**config.mk**
```make
export PLATFORM = sky130hd
export DESIGN_NAME = lsk_host_flat
export DESIGN_NICKNAME = d
export VERILOG_FILES = /design/src/rtl/lsk_pkg.sv /design/src/rtl/lsk_link_if.sv /design/src/rtl/lsk_fifo.sv /design/src/rtl/lsk_host.sv /design/src/flat_wrapper.sv
export SDC_FILE = /design/constraint.sdc
export NUM_CORES = 1
export LEC_CHECK = 0
export ABC_AREA = 0
export CORE_ASPECT_RATIO = 0.6
export CORE_UTILIZATION = 35
export DETAILED_ROUTE_END_ITERATION = 16
export DONT_BUFFER_PORTS = 1
export PLACE_DENSITY_LB_ADDON = 0.08
export REMOVE_ABC_BUFFERS = 1
export SYNTH_ARGS = -nofsm -noshare
export SYNTH_HDL_FRONTEND = slang
export SYNTH_SLANG_ARGS = --single-unit
```
**constraint.sdc**
```tcl
create_clock -name ref_clk -period 4.6 [get_ports ref_clk]
set_input_delay 0.92 -clock ref_clk [delete_from_list [all_inputs] [get_ports ref_clk]]
set_output_delay 0.92 -clock ref_clk [all_outputs]
set_load 0.05 [all_outputs]
```
**src/rtl/lsk_pkg.sv**
```systemverilog
`default_nettype none

package lsk_pkg;

    ////////////////////////////////////////////////////////////////////////
    // channel structure
    localparam int CHANNELS = 16; // sink channels per device
    localparam int GROUPS = 9; // switching groups
    localparam int CHAIN_WORDS = 1; // devices on the chain, one word each
    localparam int FIFO_DEPTH = 4; // frame buffer depth in words
    localparam logic [CHANNELS-1:0] ALL_OFF = 16'h0000; // latch image with every channel off
    localparam logic [CHANNELS-1:0] RESET_IMAGE = 16'h0000; // register and latch after reset

    ////////////////////////////////////////////////////////////////////////
    // timing, at the reference clock rate
    localparam int REF_CLK_MHZ = 125; // ref_clk rate
    localparam int GROUP_STEP_NS = 1; // delay from one group to the next
    localparam int GROUP_STEP_CYC_RAW = (GROUP_STEP_NS * REF_CLK_MHZ) / 1000; // rounded down
    localparam int GROUP_STEP_CYC = (GROUP_STEP_CYC_RAW < 1) ? 1 : GROUP_STEP_CYC_RAW; // at least one
    localparam int PRECHG_DELAY_NS = 16; // drive end to pull-up start
    localparam int PRECHG_DELAY_CYC = (PRECHG_DELAY_NS * REF_CLK_MHZ + 999) / 1000; // rounded up
    localparam int SCLK_HALF_NS = 32; // half period of the shift clock made by the host
    localparam int SCLK_HALF_CYC = (SCLK_HALF_NS * REF_CLK_MHZ) / 1000; // rounded down

    ////////////////////////////////////////////////////////////////////////
    // counter widths
    localparam int STEP_W = 4; // group step divider width
    localparam int PRE_W = 4; // pre-charge delay counter width
    localparam int HALF_W = 4; // shift clock divider width
    localparam int BIT_W = 4; // bit index width
    localparam int WORD_W = 4; // word count width

endpackage

`default_nettype wire

```
**src/rtl/lsk_link_if.sv**
```systemverilog
`default_nettype none

interface lsk_link_if;
    logic shift_clk; // shift clock, made by the host
    logic serial_data_in; // serial data into the device
    logic transfer_strobe; // latch strobe, high = transparent
    logic force_off; // high = every channel off
    logic serial_chain_output; // serial data out of the device

    // the host end makes every link signal except the chain output
    modport host (
        output shift_clk,
        output serial_data_in,
        output transfer_strobe,
        output force_off,
        input serial_chain_output
    );

    // the device end samples the host's signals
    modport device (
        input shift_clk,
        input serial_data_in,
        input transfer_strobe,
        input force_off,
        output serial_chain_output
    );
endinterface

`default_nettype wire

```
**src/rtl/lsk_fifo.sv**
```systemverilog
`default_nettype none

module lsk_fifo #(
    parameter int WIDTH = 16, // word width
    parameter int DEPTH = 4 // words held
) (
    input wire logic ref_clk, // system clock
    input wire logic reset_n, // async reset, active low
    input wire logic [WIDTH-1:0] in_data, // word to store
    input wire logic in_valid, // word offered
    output logic in_ready, // room for a word
    output logic [WIDTH-1:0] out_data, // oldest word
    output logic out_valid, // a word is held
    input wire logic out_ready // drain side takes the word
);
    localparam int AW = (DEPTH > 1) ? $clog2(DEPTH) : 1; // pointer width

    logic [WIDTH-1:0] mem [0:DEPTH-1]; // storage
    logic [AW-1:0] wr_ptr; // write index
    logic [AW-1:0] rd_ptr; // read index
    logic [AW:0] count; // words held
    logic push; // word written this cycle
    logic pop; // word read this cycle

    assign in_ready = (count != (AW+1)'(DEPTH));
    assign out_valid = (count != '0);
    assign push = in_valid & in_ready;
    assign pop = out_valid & out_ready;
    assign out_data = mem[rd_ptr];

    ////////////////////////////////////////////////////////////////////////
    // storage write, no reset needed on data
    always_ff @(posedge ref_clk)
    begin
        if (push)
        begin
            mem[wr_ptr] <= in_data;
        end
    end

    ////////////////////////////////////////////////////////////////////////
    // pointers and fill level
    always_ff @(posedge ref_clk or negedge reset_n)
    begin
        if (!reset_n)
        begin
            wr_ptr <= '0;
            rd_ptr <= '0;
            count <= '0;
        end
        else
        begin
            if (push)
            begin
                wr_ptr <= (wr_ptr == AW'(DEPTH - 1)) ? '0 : wr_ptr + 1'b1;
            end
            if (pop)
            begin
                rd_ptr <= (rd_ptr == AW'(DEPTH - 1)) ? '0 : rd_ptr + 1'b1;
            end
            if (push && !pop)
            begin
                count <= count + 1'b1;
            end
            else if (pop && !push)
            begin
                count <= count - 1'b1;
            end
        end
    end
endmodule

`default_nettype wire

```
**src/rtl/lsk_host.sv**
```systemverilog
`default_nettype none

module lsk_host (
    input wire logic ref_clk, // system clock, 125 MHz
    input wire logic reset_n, // async reset, active low
    lsk_link_if.host link, // link to the device chain
    input wire logic [lsk_pkg::CHANNELS-1:0] frame_data, // on/off word, bit n = channel n
    input wire logic frame_valid, // word offered
    output logic frame_ready, // buffer has room
    input wire logic blank_req, // high = force every channel off
    output logic busy, // transfer in progress
    output logic loaded, // a frame has been latched since reset
    output logic chain_echo // synchronised chain output of the last device
);
    typedef enum logic [2:0] {LSK_IDLE, LSK_LOW, LSK_HIGH, LSK_STROBE, LSK_GAP} lsk_state_t;

    lsk_state_t state; // transfer state
    logic [lsk_pkg::CHANNELS-1:0] buf_data; // word from the buffer
    logic buf_valid; // buffer holds a word
    logic buf_take; // word taken from the buffer
    logic [lsk_pkg::CHANNELS-1:0] word; // word being shifted, msb first
    logic [lsk_pkg::BIT_W-1:0] bit_idx; // bits left in the word after the current one
    logic [lsk_pkg::WORD_W-1:0] word_cnt; // words shifted this frame
    logic [lsk_pkg::HALF_W-1:0] half_cnt; // shift clock divider
    logic half_tick; // one-cycle enable per half period
    logic echo_q1; // chain output, first stage

    ////////////////////////////////////////////////////////////////////////
    // frame buffer in the data path
    lsk_fifo #(
        .WIDTH(lsk_pkg::CHANNELS),
        .DEPTH(lsk_pkg::FIFO_DEPTH)
    ) u_fifo (
        .ref_clk(ref_clk),
        .reset_n(reset_n),
        .in_data(frame_data),
        .in_valid(frame_valid),
        .in_ready(frame_ready),
        .out_data(buf_data),
        .out_valid(buf_valid),
        .out_ready(buf_take)
    );

    // words leave the buffer only between shifts
    assign buf_take = (state == LSK_IDLE) && buf_valid;
    assign busy = (state != LSK_IDLE);

    ////////////////////////////////////////////////////////////////////////
    // half period divider for the shift clock
    always_ff @(posedge ref_clk or negedge reset_n)
    begin
        if (!reset_n)
        begin
            half_cnt <= '0;
        end
        else if (half_tick || state == LSK_IDLE)
        begin
            half_cnt <= '0;
        end
        else
        begin
            half_cnt <= half_cnt + 1'b1;
        end
    end

    assign half_tick = (half_cnt == lsk_pkg::HALF_W'(lsk_pkg::SCLK_HALF_CYC - 1));

    ////////////////////////////////////////////////////////////////////////
    // transfer sequencer
    always_ff @(posedge ref_clk or negedge reset_n)
    begin
        if (!reset_n)
        begin
            state <= LSK_IDLE;
            word <= '0;
            bit_idx <= '0;
            word_cnt <= '0;
        end
        else
        begin
            unique case (state)
                LSK_IDLE:
                begin
                    if (buf_take)
                    begin
                        word <= buf_data;
                        bit_idx <= lsk_pkg::BIT_W'(lsk_pkg::CHANNELS - 1);
                        state <= LSK_LOW;
                    end
                end
                LSK_LOW:
                begin
                    if (half_tick)
                    begin
                        state <= LSK_HIGH; // rising edge shifts the bit in
                    end
                end
                LSK_HIGH:
                begin
                    if (half_tick)
                    begin
                        word <= {word[lsk_pkg::CHANNELS-2:0], 1'b0};
                        if (bit_idx != '0)
                        begin
                            bit_idx <= bit_idx - 1'b1;
                            state <= LSK_LOW;
                        end
                        else if (word_cnt == lsk_pkg::WORD_W'(lsk_pkg::CHAIN_WORDS - 1))
                        begin
                            word_cnt <= '0;
                            state <= LSK_STROBE; // whole chain loaded
                        end
                        else
                        begin
                            word_cnt <= word_cnt + 1'b1;
                            state <= LSK_IDLE; // next device's word
                        end
                    end
                end
                LSK_STROBE:
                begin
                    if (half_tick)
                    begin
                        state <= LSK_GAP;
                    end
                end
                LSK_GAP:
                begin
                    if (half_tick)
                    begin
                        state <= LSK_IDLE;
                    end
                end
            endcase
        end
    end

    ////////////////////////////////////////////////////////////////////////
    // link outputs, all from flops
    always_ff @(posedge ref_clk or negedge reset_n)
    begin
        if (!reset_n)
        begin
            link.shift_clk <= 1'b0;
            link.serial_data_in <= 1'b0;
            link.transfer_strobe <= 1'b0;
        end
        else
        begin
            link.shift_clk <= (state == LSK_HIGH);
            link.serial_data_in <= word[lsk_pkg::CHANNELS-1];
            link.transfer_strobe <= (state == LSK_STROBE); // strobe only after loading
        end
    end

    // channels stay forced off until valid data is latched
    always_ff @(posedge ref_clk or negedge reset_n)
    begin
        if (!reset_n)
        begin
            loaded <= 1'b0;
            link.force_off <= 1'b1;
        end
        else
        begin
            if (state == LSK_GAP)
            begin
                loaded <= 1'b1;
            end
            link.force_off <= blank_req | ~loaded;
        end
    end

    // chain return crosses in through two flops
    always_ff @(posedge ref_clk or negedge reset_n)
    begin
        if (!reset_n)
        begin
            echo_q1 <= 1'b0;
            chain_echo <= 1'b0;
        end
        else
        begin
            echo_q1 <= link.serial_chain_output;
            chain_echo <= echo_q1;
        end
    end
endmodule

`default_nettype wire

```
**src/flat_wrapper.sv**
```systemverilog
// flat-port wrapper written by rule: the top's interface ports become plain ports
module lsk_host_flat 
  (ref_clk, reset_n, frame_data, frame_valid, frame_ready, blank_req, busy, loaded, chain_echo, link_shift_clk, link_serial_data_in, link_transfer_strobe, link_force_off, link_serial_chain_output);
  lsk_link_if link_i ();
  input wire logic ref_clk;
  input wire logic reset_n;
  input wire logic [lsk_pkg::CHANNELS-1:0] frame_data;
  input wire logic frame_valid;
  output logic frame_ready;
  input wire logic blank_req;
  output logic busy;
  output logic loaded;
  output logic chain_echo;
  output wire logic [$bits(link_i.shift_clk)-1:0] link_shift_clk;
  output wire logic [$bits(link_i.serial_data_in)-1:0] link_serial_data_in;
  output wire logic [$bits(link_i.transfer_strobe)-1:0] link_transfer_strobe;
  output wire logic [$bits(link_i.force_off)-1:0] link_force_off;
  input wire logic [$bits(link_i.serial_chain_output)-1:0] link_serial_chain_output;
  assign link_shift_clk = link_i.shift_clk;
  assign link_serial_data_in = link_i.serial_data_in;
  assign link_transfer_strobe = link_i.transfer_strobe;
  assign link_force_off = link_i.force_off;
  assign link_i.serial_chain_output = link_serial_chain_output;
  lsk_host u_core (.ref_clk(ref_clk), .reset_n(reset_n), .link(link_i), .frame_data(frame_data), .frame_valid(frame_valid), .frame_ready(frame_ready), .blank_req(blank_req), .busy(busy), .loaded(loaded), .chain_echo(chain_echo));
endmodule
```
=== Word-level counts from Yosys, hierarchy flattened ===
Memories as Yosys holds them, arrays and structs flattened.
Cells that the tools add are included.

* Bits in registers: 45
* Bits in writable memories: 64
* Bits of input ports: 21
* Word-level logic and storage cells: 82
* Memories: 1

* $add $sub $neg: 7
* Equal/unequal tests: 14
* Mux-type cells: 23
* Bitwise operators: 5
* Reduce and logical (&&, ||, !) cells: 17

{| class="wikitable"
|+ Memories
! memory !! words !! bits a word !! rd ports !! clocked after Yosys merged registers in !! write ports !! line !! RTL
|-
| u_core.u_fifo.mem || 4 || 16 || 1 || 0 || 1 || lsk_fifo.sv:18 || <nowiki>logic [WIDTH-1:0] mem [0:DEPTH-1];</nowiki>
|}

{| class="wikitable"
|+ Operators with widths
! operator !! number
|-
| 16-bit 2-to-1 mux || 2
|-
| 16-bit one-hot mux with 2 select lines || 1
|-
| 3-bit 2-to-1 mux || 8
|-
| 4-bit 2-to-1 mux || 5
|-
| 3-bit one-hot mux with 5 select lines || 1
|-
| 2-bit by 1-bit != test with 1-bit output (second input constant) || 5
|-
| 4-bit by 1-bit adder with 4-bit output (second input constant) || 2
|-
| 4-bit one-hot mux with 2 select lines || 1
|-
| 3-bit by 2-bit equality test with 1-bit output (second input constant) || 2
|-
| 2-bit 2-to-1 mux || 3
|-
| 3-bit AND reduction || 2
|-
| 3-bit nonzero test || 2
|-
| 5-bit AND reduction || 1
|-
| 2-bit by 1-bit adder with 2-bit output (second input constant) || 2
|-
| 2-bit equality test (second input constant) || 2
|-
| 4-bit by 2-bit equality test with 1-bit output (second input constant) || 1
|-
| 4-bit zero test || 1
|-
| 4-bit AND reduction || 1
|-
| 2-bit nonzero test || 2
|-
| 4-bit nonzero test || 1
|-
| 4-bit by 1-bit subtractor with 4-bit output (second input constant) || 1
|-
| 3-bit by 1-bit adder with 3-bit output (second input constant) || 1
|-
| 3-bit by 1-bit equality test with 1-bit output (second input constant) || 1
|-
| 3-bit equality test (second input constant) || 1
|-
| other kinds (11) || 17
|}

=== Depth between registers and ports, before layout ===
* Word-level depth: 6
* Mapped depth: 11
* Gate-level depth less buffers: 10

=== Hierarchy ===
Synthesis repeated with hierarchy kept, for this count alone.

* Cell total of the unflattened synthesis: 287
* Area, all modules: 4511.8 um^2

{| class="wikitable"
|+ By module, submodules not included
! module !! times used !! cells an instance !! area an instance (um^2)
|-
| lsk_fifo || 1 || 120 || 2751.4
|-
| lsk_host || 1 || 167 || 1760.4
|}

=== Least setup slack after synthesis ===
Ideal clock, no wire load.

* Path type: register to register
* From: register u_core.state[1]
* To: register u_core.u_fifo.count[1]
* Arrival: 2.334 ns
* Data required time: 4.475 ns
* Path slack: 2.142 ns
* Stages on the path, launching flop included: 10
* Path buffers: 1
* Clock period less this slack: 2.458 ns
* Cells stage by stage: dfrtp_1 nor3_2 inv_2 nor2_2 inv_1 buf_2 ha_1 inv_1 fa_1 mux2_2

* Longest elaborated chain between the ends: 6
* Elaborated cells on any way between the ends: 8
* Those cells by class: mux: 1; bitwise: 1; reduce/logical: 6

{| class="wikitable"
|+ RTL lines
! what !! line !! RTL
|-
| from (decl) || lsk_host.sv:17 || <nowiki>lsk_state_t state;</nowiki>
|-
| from (signal assigned) || lsk_host.sv:74 || <nowiki>state <= LSK_IDLE;</nowiki>
|-
| from (signal assigned) || lsk_host.sv:88 || <nowiki>state <= LSK_LOW;</nowiki>
|-
| from (signal assigned) || lsk_host.sv:95 || <nowiki>state <= LSK_HIGH;</nowiki>
|-
| 3-bit zero test * || lsk_host.sv:45 || <nowiki>assign buf_take = (state == LSK_IDLE) && buf_valid;</nowiki>
|-
| 1-bit logical AND * || lsk_host.sv:45 ||
|-
| 1-bit bitwise AND * || lsk_fifo.sv:28 || <nowiki>assign pop = out_valid & out_ready;</nowiki>
|-
| 1-bit zero test || lsk_fifo.sv:61 || <nowiki>if (push && !pop)</nowiki>
|-
| 1-bit logical AND || lsk_fifo.sv:61 ||
|-
| 3-bit 2-to-1 mux or 2-bit nonzero test (tied branches) || - ||
|-
| to (signal assigned) || lsk_fifo.sv:63 || <nowiki>count <= count + 1'b1;</nowiki>
|-
| to (signal assigned) || lsk_fifo.sv:67 || <nowiki>count <= count - 1'b1;</nowiki>
|-
| to (decl) || lsk_fifo.sv:21 || <nowiki>logic [AW:0] count;</nowiki>
|}

Every way passes the cells marked *; elsewhere a longest branch is shown, timed or not.
A chain may end at the register's enable or synchronous reset.

=== Worst setup path in the final report ===
* From: register u_core.state[0]
* To: register u_core.u_fifo.count[1]

The elaborated chain is that of the path after synthesis.

==> out/summary.txt <==
post-route insts no fill -> 457
Final Hold Viols -> 0
Row Count -> 31
slew at the pin closest to its max-slew limit -> 0.986 ns
cell type with the highest aggregate area in the netlist -> edfxtp_1
Mapped Area -> 4410 um^2
HP Class -> primary input to async pin
Hold Slack -> 0.261 ns
Max Buffers Root-to-Sink -> 2
synthesized flop and latch total -> 109
vias in the first global route -> 2296
min Tclk post-route -> 2.94 ns
setup TNS -> 0 ns
Die Width -> 147 um
power density cells -> 469 nW/um^2
number of flops mapped to enable cells by yosys -> 64
antenna-violating nets left -> 0
Max Clock Skew -> 0.0131 ns
Slew HR -> 34.3%
status -> completed
layout cells sized above 1 -> 15.8%
Reg area -> 3050 um^2
Distinct cells, synth -> 44
multi-input logic area -> 1230 um^2
CTS tree -> built
detailed-route vias per instance -> 4.97
Placed Instances -> 441
clock latency on the worst-skew pair -> 0.35 ns
Core Box Area -> 12200 um^2
Antenna diodes -> 0
leak pwr -> 1.85 nW
Tot GR Track Use -> 14.0%
f_max -> 340 MHz
initial core utilization -> 36.2%
largest net degree at the start of global routing -> 46
Max-Cap Viols -> 0
Seq/Total Area, Yosys -> 69.1%
hpwl dp -> 5240 um
Worst IR Drop VDD -> 0.259 mV
critical path type -> register to register
# clock sinks -> 109
initial antenna violation count -> 0
Total Wirelength -> 8150 um
clock root buffer -> clkbuf_16
Yosys top cell area share -> 43.6%
Setup Buffers After CTS -> 0
Placed Area -> 4550 um^2
r2r setup slk -> 1.66 ns
asr flop ratio synth -> 41.3%
routed len/inst -> 17.8 um
Slew Limit Fails -> 0
number of setup violations in the final report -> 0
critical path peak fanout -> 20
CP startpoint -> u_core.state[0]
# hold bufs at CTS -> 0
H-tree Lvls -> 3
part of the cycle the worst path needs -> 64.0%
syn_area_per_cell -> 15.5 um^2
critical path required time -> 4.83 ns
layout filler cell count -> 1144
Critical Path Source Type -> register
Die H -> 89.0 um
Final #Nets -> 319
Final Cell Area -> 4870 um^2
Worst setup EP type -> register
RSZ-0062 raised after global routing -> false
IO Count -> 29
CTS Buf Count -> 9
yosys warns -> 0
DRC viols -> 0
GRT overflow -> 0
Worst-path clk slew -> 0.08 ns
predominant post-synthesis flop cell -> edfxtp_1
worst r2r src -> u_core.state[0]
critical path arrival -> 3.17 ns
die area -> 13100 um^2
Routability Congestion -> 0.755
DR vias -> 2273
Synth area leaders -> edfxtp_1, dfrtp_1, mux4_2, nor2_1, ha_1
first-pass GRT wire length -> 13100 um
Cells after Synth -> 284
count of buffers from port buffering -> 0
Post-CTS Resized -> 0
first-pass iteration count of the detailed router -> 4
Layout area overhead -> 10.4%
number of DRC markers in iteration 0 -> 170
[power breakdown]
part           switching [W]  internal (W)
clock network       0.000357      0.000442
logic               0.000146     0.0000923
registers          0.0000545       0.00119
[metrics by stage]
step | total power, W | util, % | setup slack [ns]
finish | 0.00228 | 40.0 | 1.66
floorplan | 0.00143 | - | 2.10
global route | 0.00239 | 40.0 | 1.48
global placement | 0.00151 | 37.4 | 1.71
CTS | 0.00232 | 40.0 | 1.60
detailed placement | 0.00152 | 37.4 | 1.61
[sequential cells by signal, indices dropped and copies added, names as in the netlist]
signal                       flops
u_core.u_fifo.mem               64
u_core.loaded                    1
u_core.word                     16
u_core.chain_echo                1
u_core.link.transfer_strobe      1
u_core.u_fifo.rd_ptr             2
u_core.state                     3
u_core.u_fifo.count              3
u_core.bit_idx                   4
u_core.link.serial_data_in       1
u_core.link.force_off            1
u_core.u_fifo.wr_ptr             2
u_core.echo_q1                   1
u_core.word_cnt                  4
u_core.link.shift_clk            1
u_core.half_cnt                  4
[placed cells by master, fill, tap and decap left out, types with 2 or more instances in the layout]
cell / instances
inv_6: 2
nand3b_1: 3
inv_1: 9
nor3_1: 7
o21ai_0: 5
xor2_1: 4
mux4_2: 16
and3_1: 4
clkbuf_16: 11
o22ai_1: 15
buf_4: 2
nand3_1: 5
nor3b_1: 4
edfxtp_1: 64
a21oi_1: 5
dfrtp_1: 44
nand2_1: 11
mux2_2: 4
a21o_1: 3
nand2b_1: 3
nor2_1: 39
ha_1: 10
[path summary, 6_finish.rpt]
path,end,cells past startpoint
hold reg to reg,u_core.chain_echo,0
max in group asynchronous,u_core.link.force_off,0
setup / recovery,u_core.u_fifo.count[1],8
min in group ref_clk,u_core.chain_echo,0
hold / removal,u_core.half_cnt[3],0
setup reg to reg,u_core.u_fifo.count[1],8
[logic make-up (layout without fill, tap and decap cells)]
kind of cell               after synthesis  count (layout)  synth area share, %
muxes                                   21              21                 9.42
xor gates and xnor gates                 5               5                0.993
adders and majority gates               11              11                 3.29
buffers and inverters                   21              29                 2.92
DFF                                    109             109                 69.1
AOI/OAI and AO/OA                       32              32                 4.71
and+or+nand+nor                         85              85                 9.53
[synthesized netlist by cell type (3+ instances only)]
cell type	number
inv_1	9
nand2b_1	3
nor3_1	7
nor3b_1	4
o21ai_0	5
xor2_1	4
nand3_1	5
ha_1	10
mux4_2	16
and3_1	4
o22ai_1	15
nand3b_1	3
mux2_2	4
nor2_1	39
dfrtp_1	44
a21oi_1	5
a21o_1	3
edfxtp_1	64
buf_2	5
nand2_1	11
[cell type report]
class	instances	area share [%]
Clock buffer	11	5.66
Clock inverter	5	0.874
Inverter	11	0.951
Multi-Input combinational cell	154	25.3
Sequential cell	109	62.6
Tap cell	165	4.24
Timing Repair Buffer	2	0.308
[worst max-delay path: stages, from the launching register on]
cell,delay (ns)
dfrtp_1,0.45
nor3_2,0.45
inv_2,0.25
nor2_2,0.23
inv_1,0.34
ha_1,0.35
inv_1,0.07
fa_1,0.40
mux2_2,0.26
[routing by layer]
layer / vias to the layer above / wire, um / global-route usage [%]
met5: - / 0 / 0
met4: 0 / 79 / 4.78
met3: 7 / 372 / 4.34
met2: 43 / 3380 / 19.4
met1: 1157 / 4320 / 20.7
li1: 1066 / - / -
(Power assumes the default switching activity.)
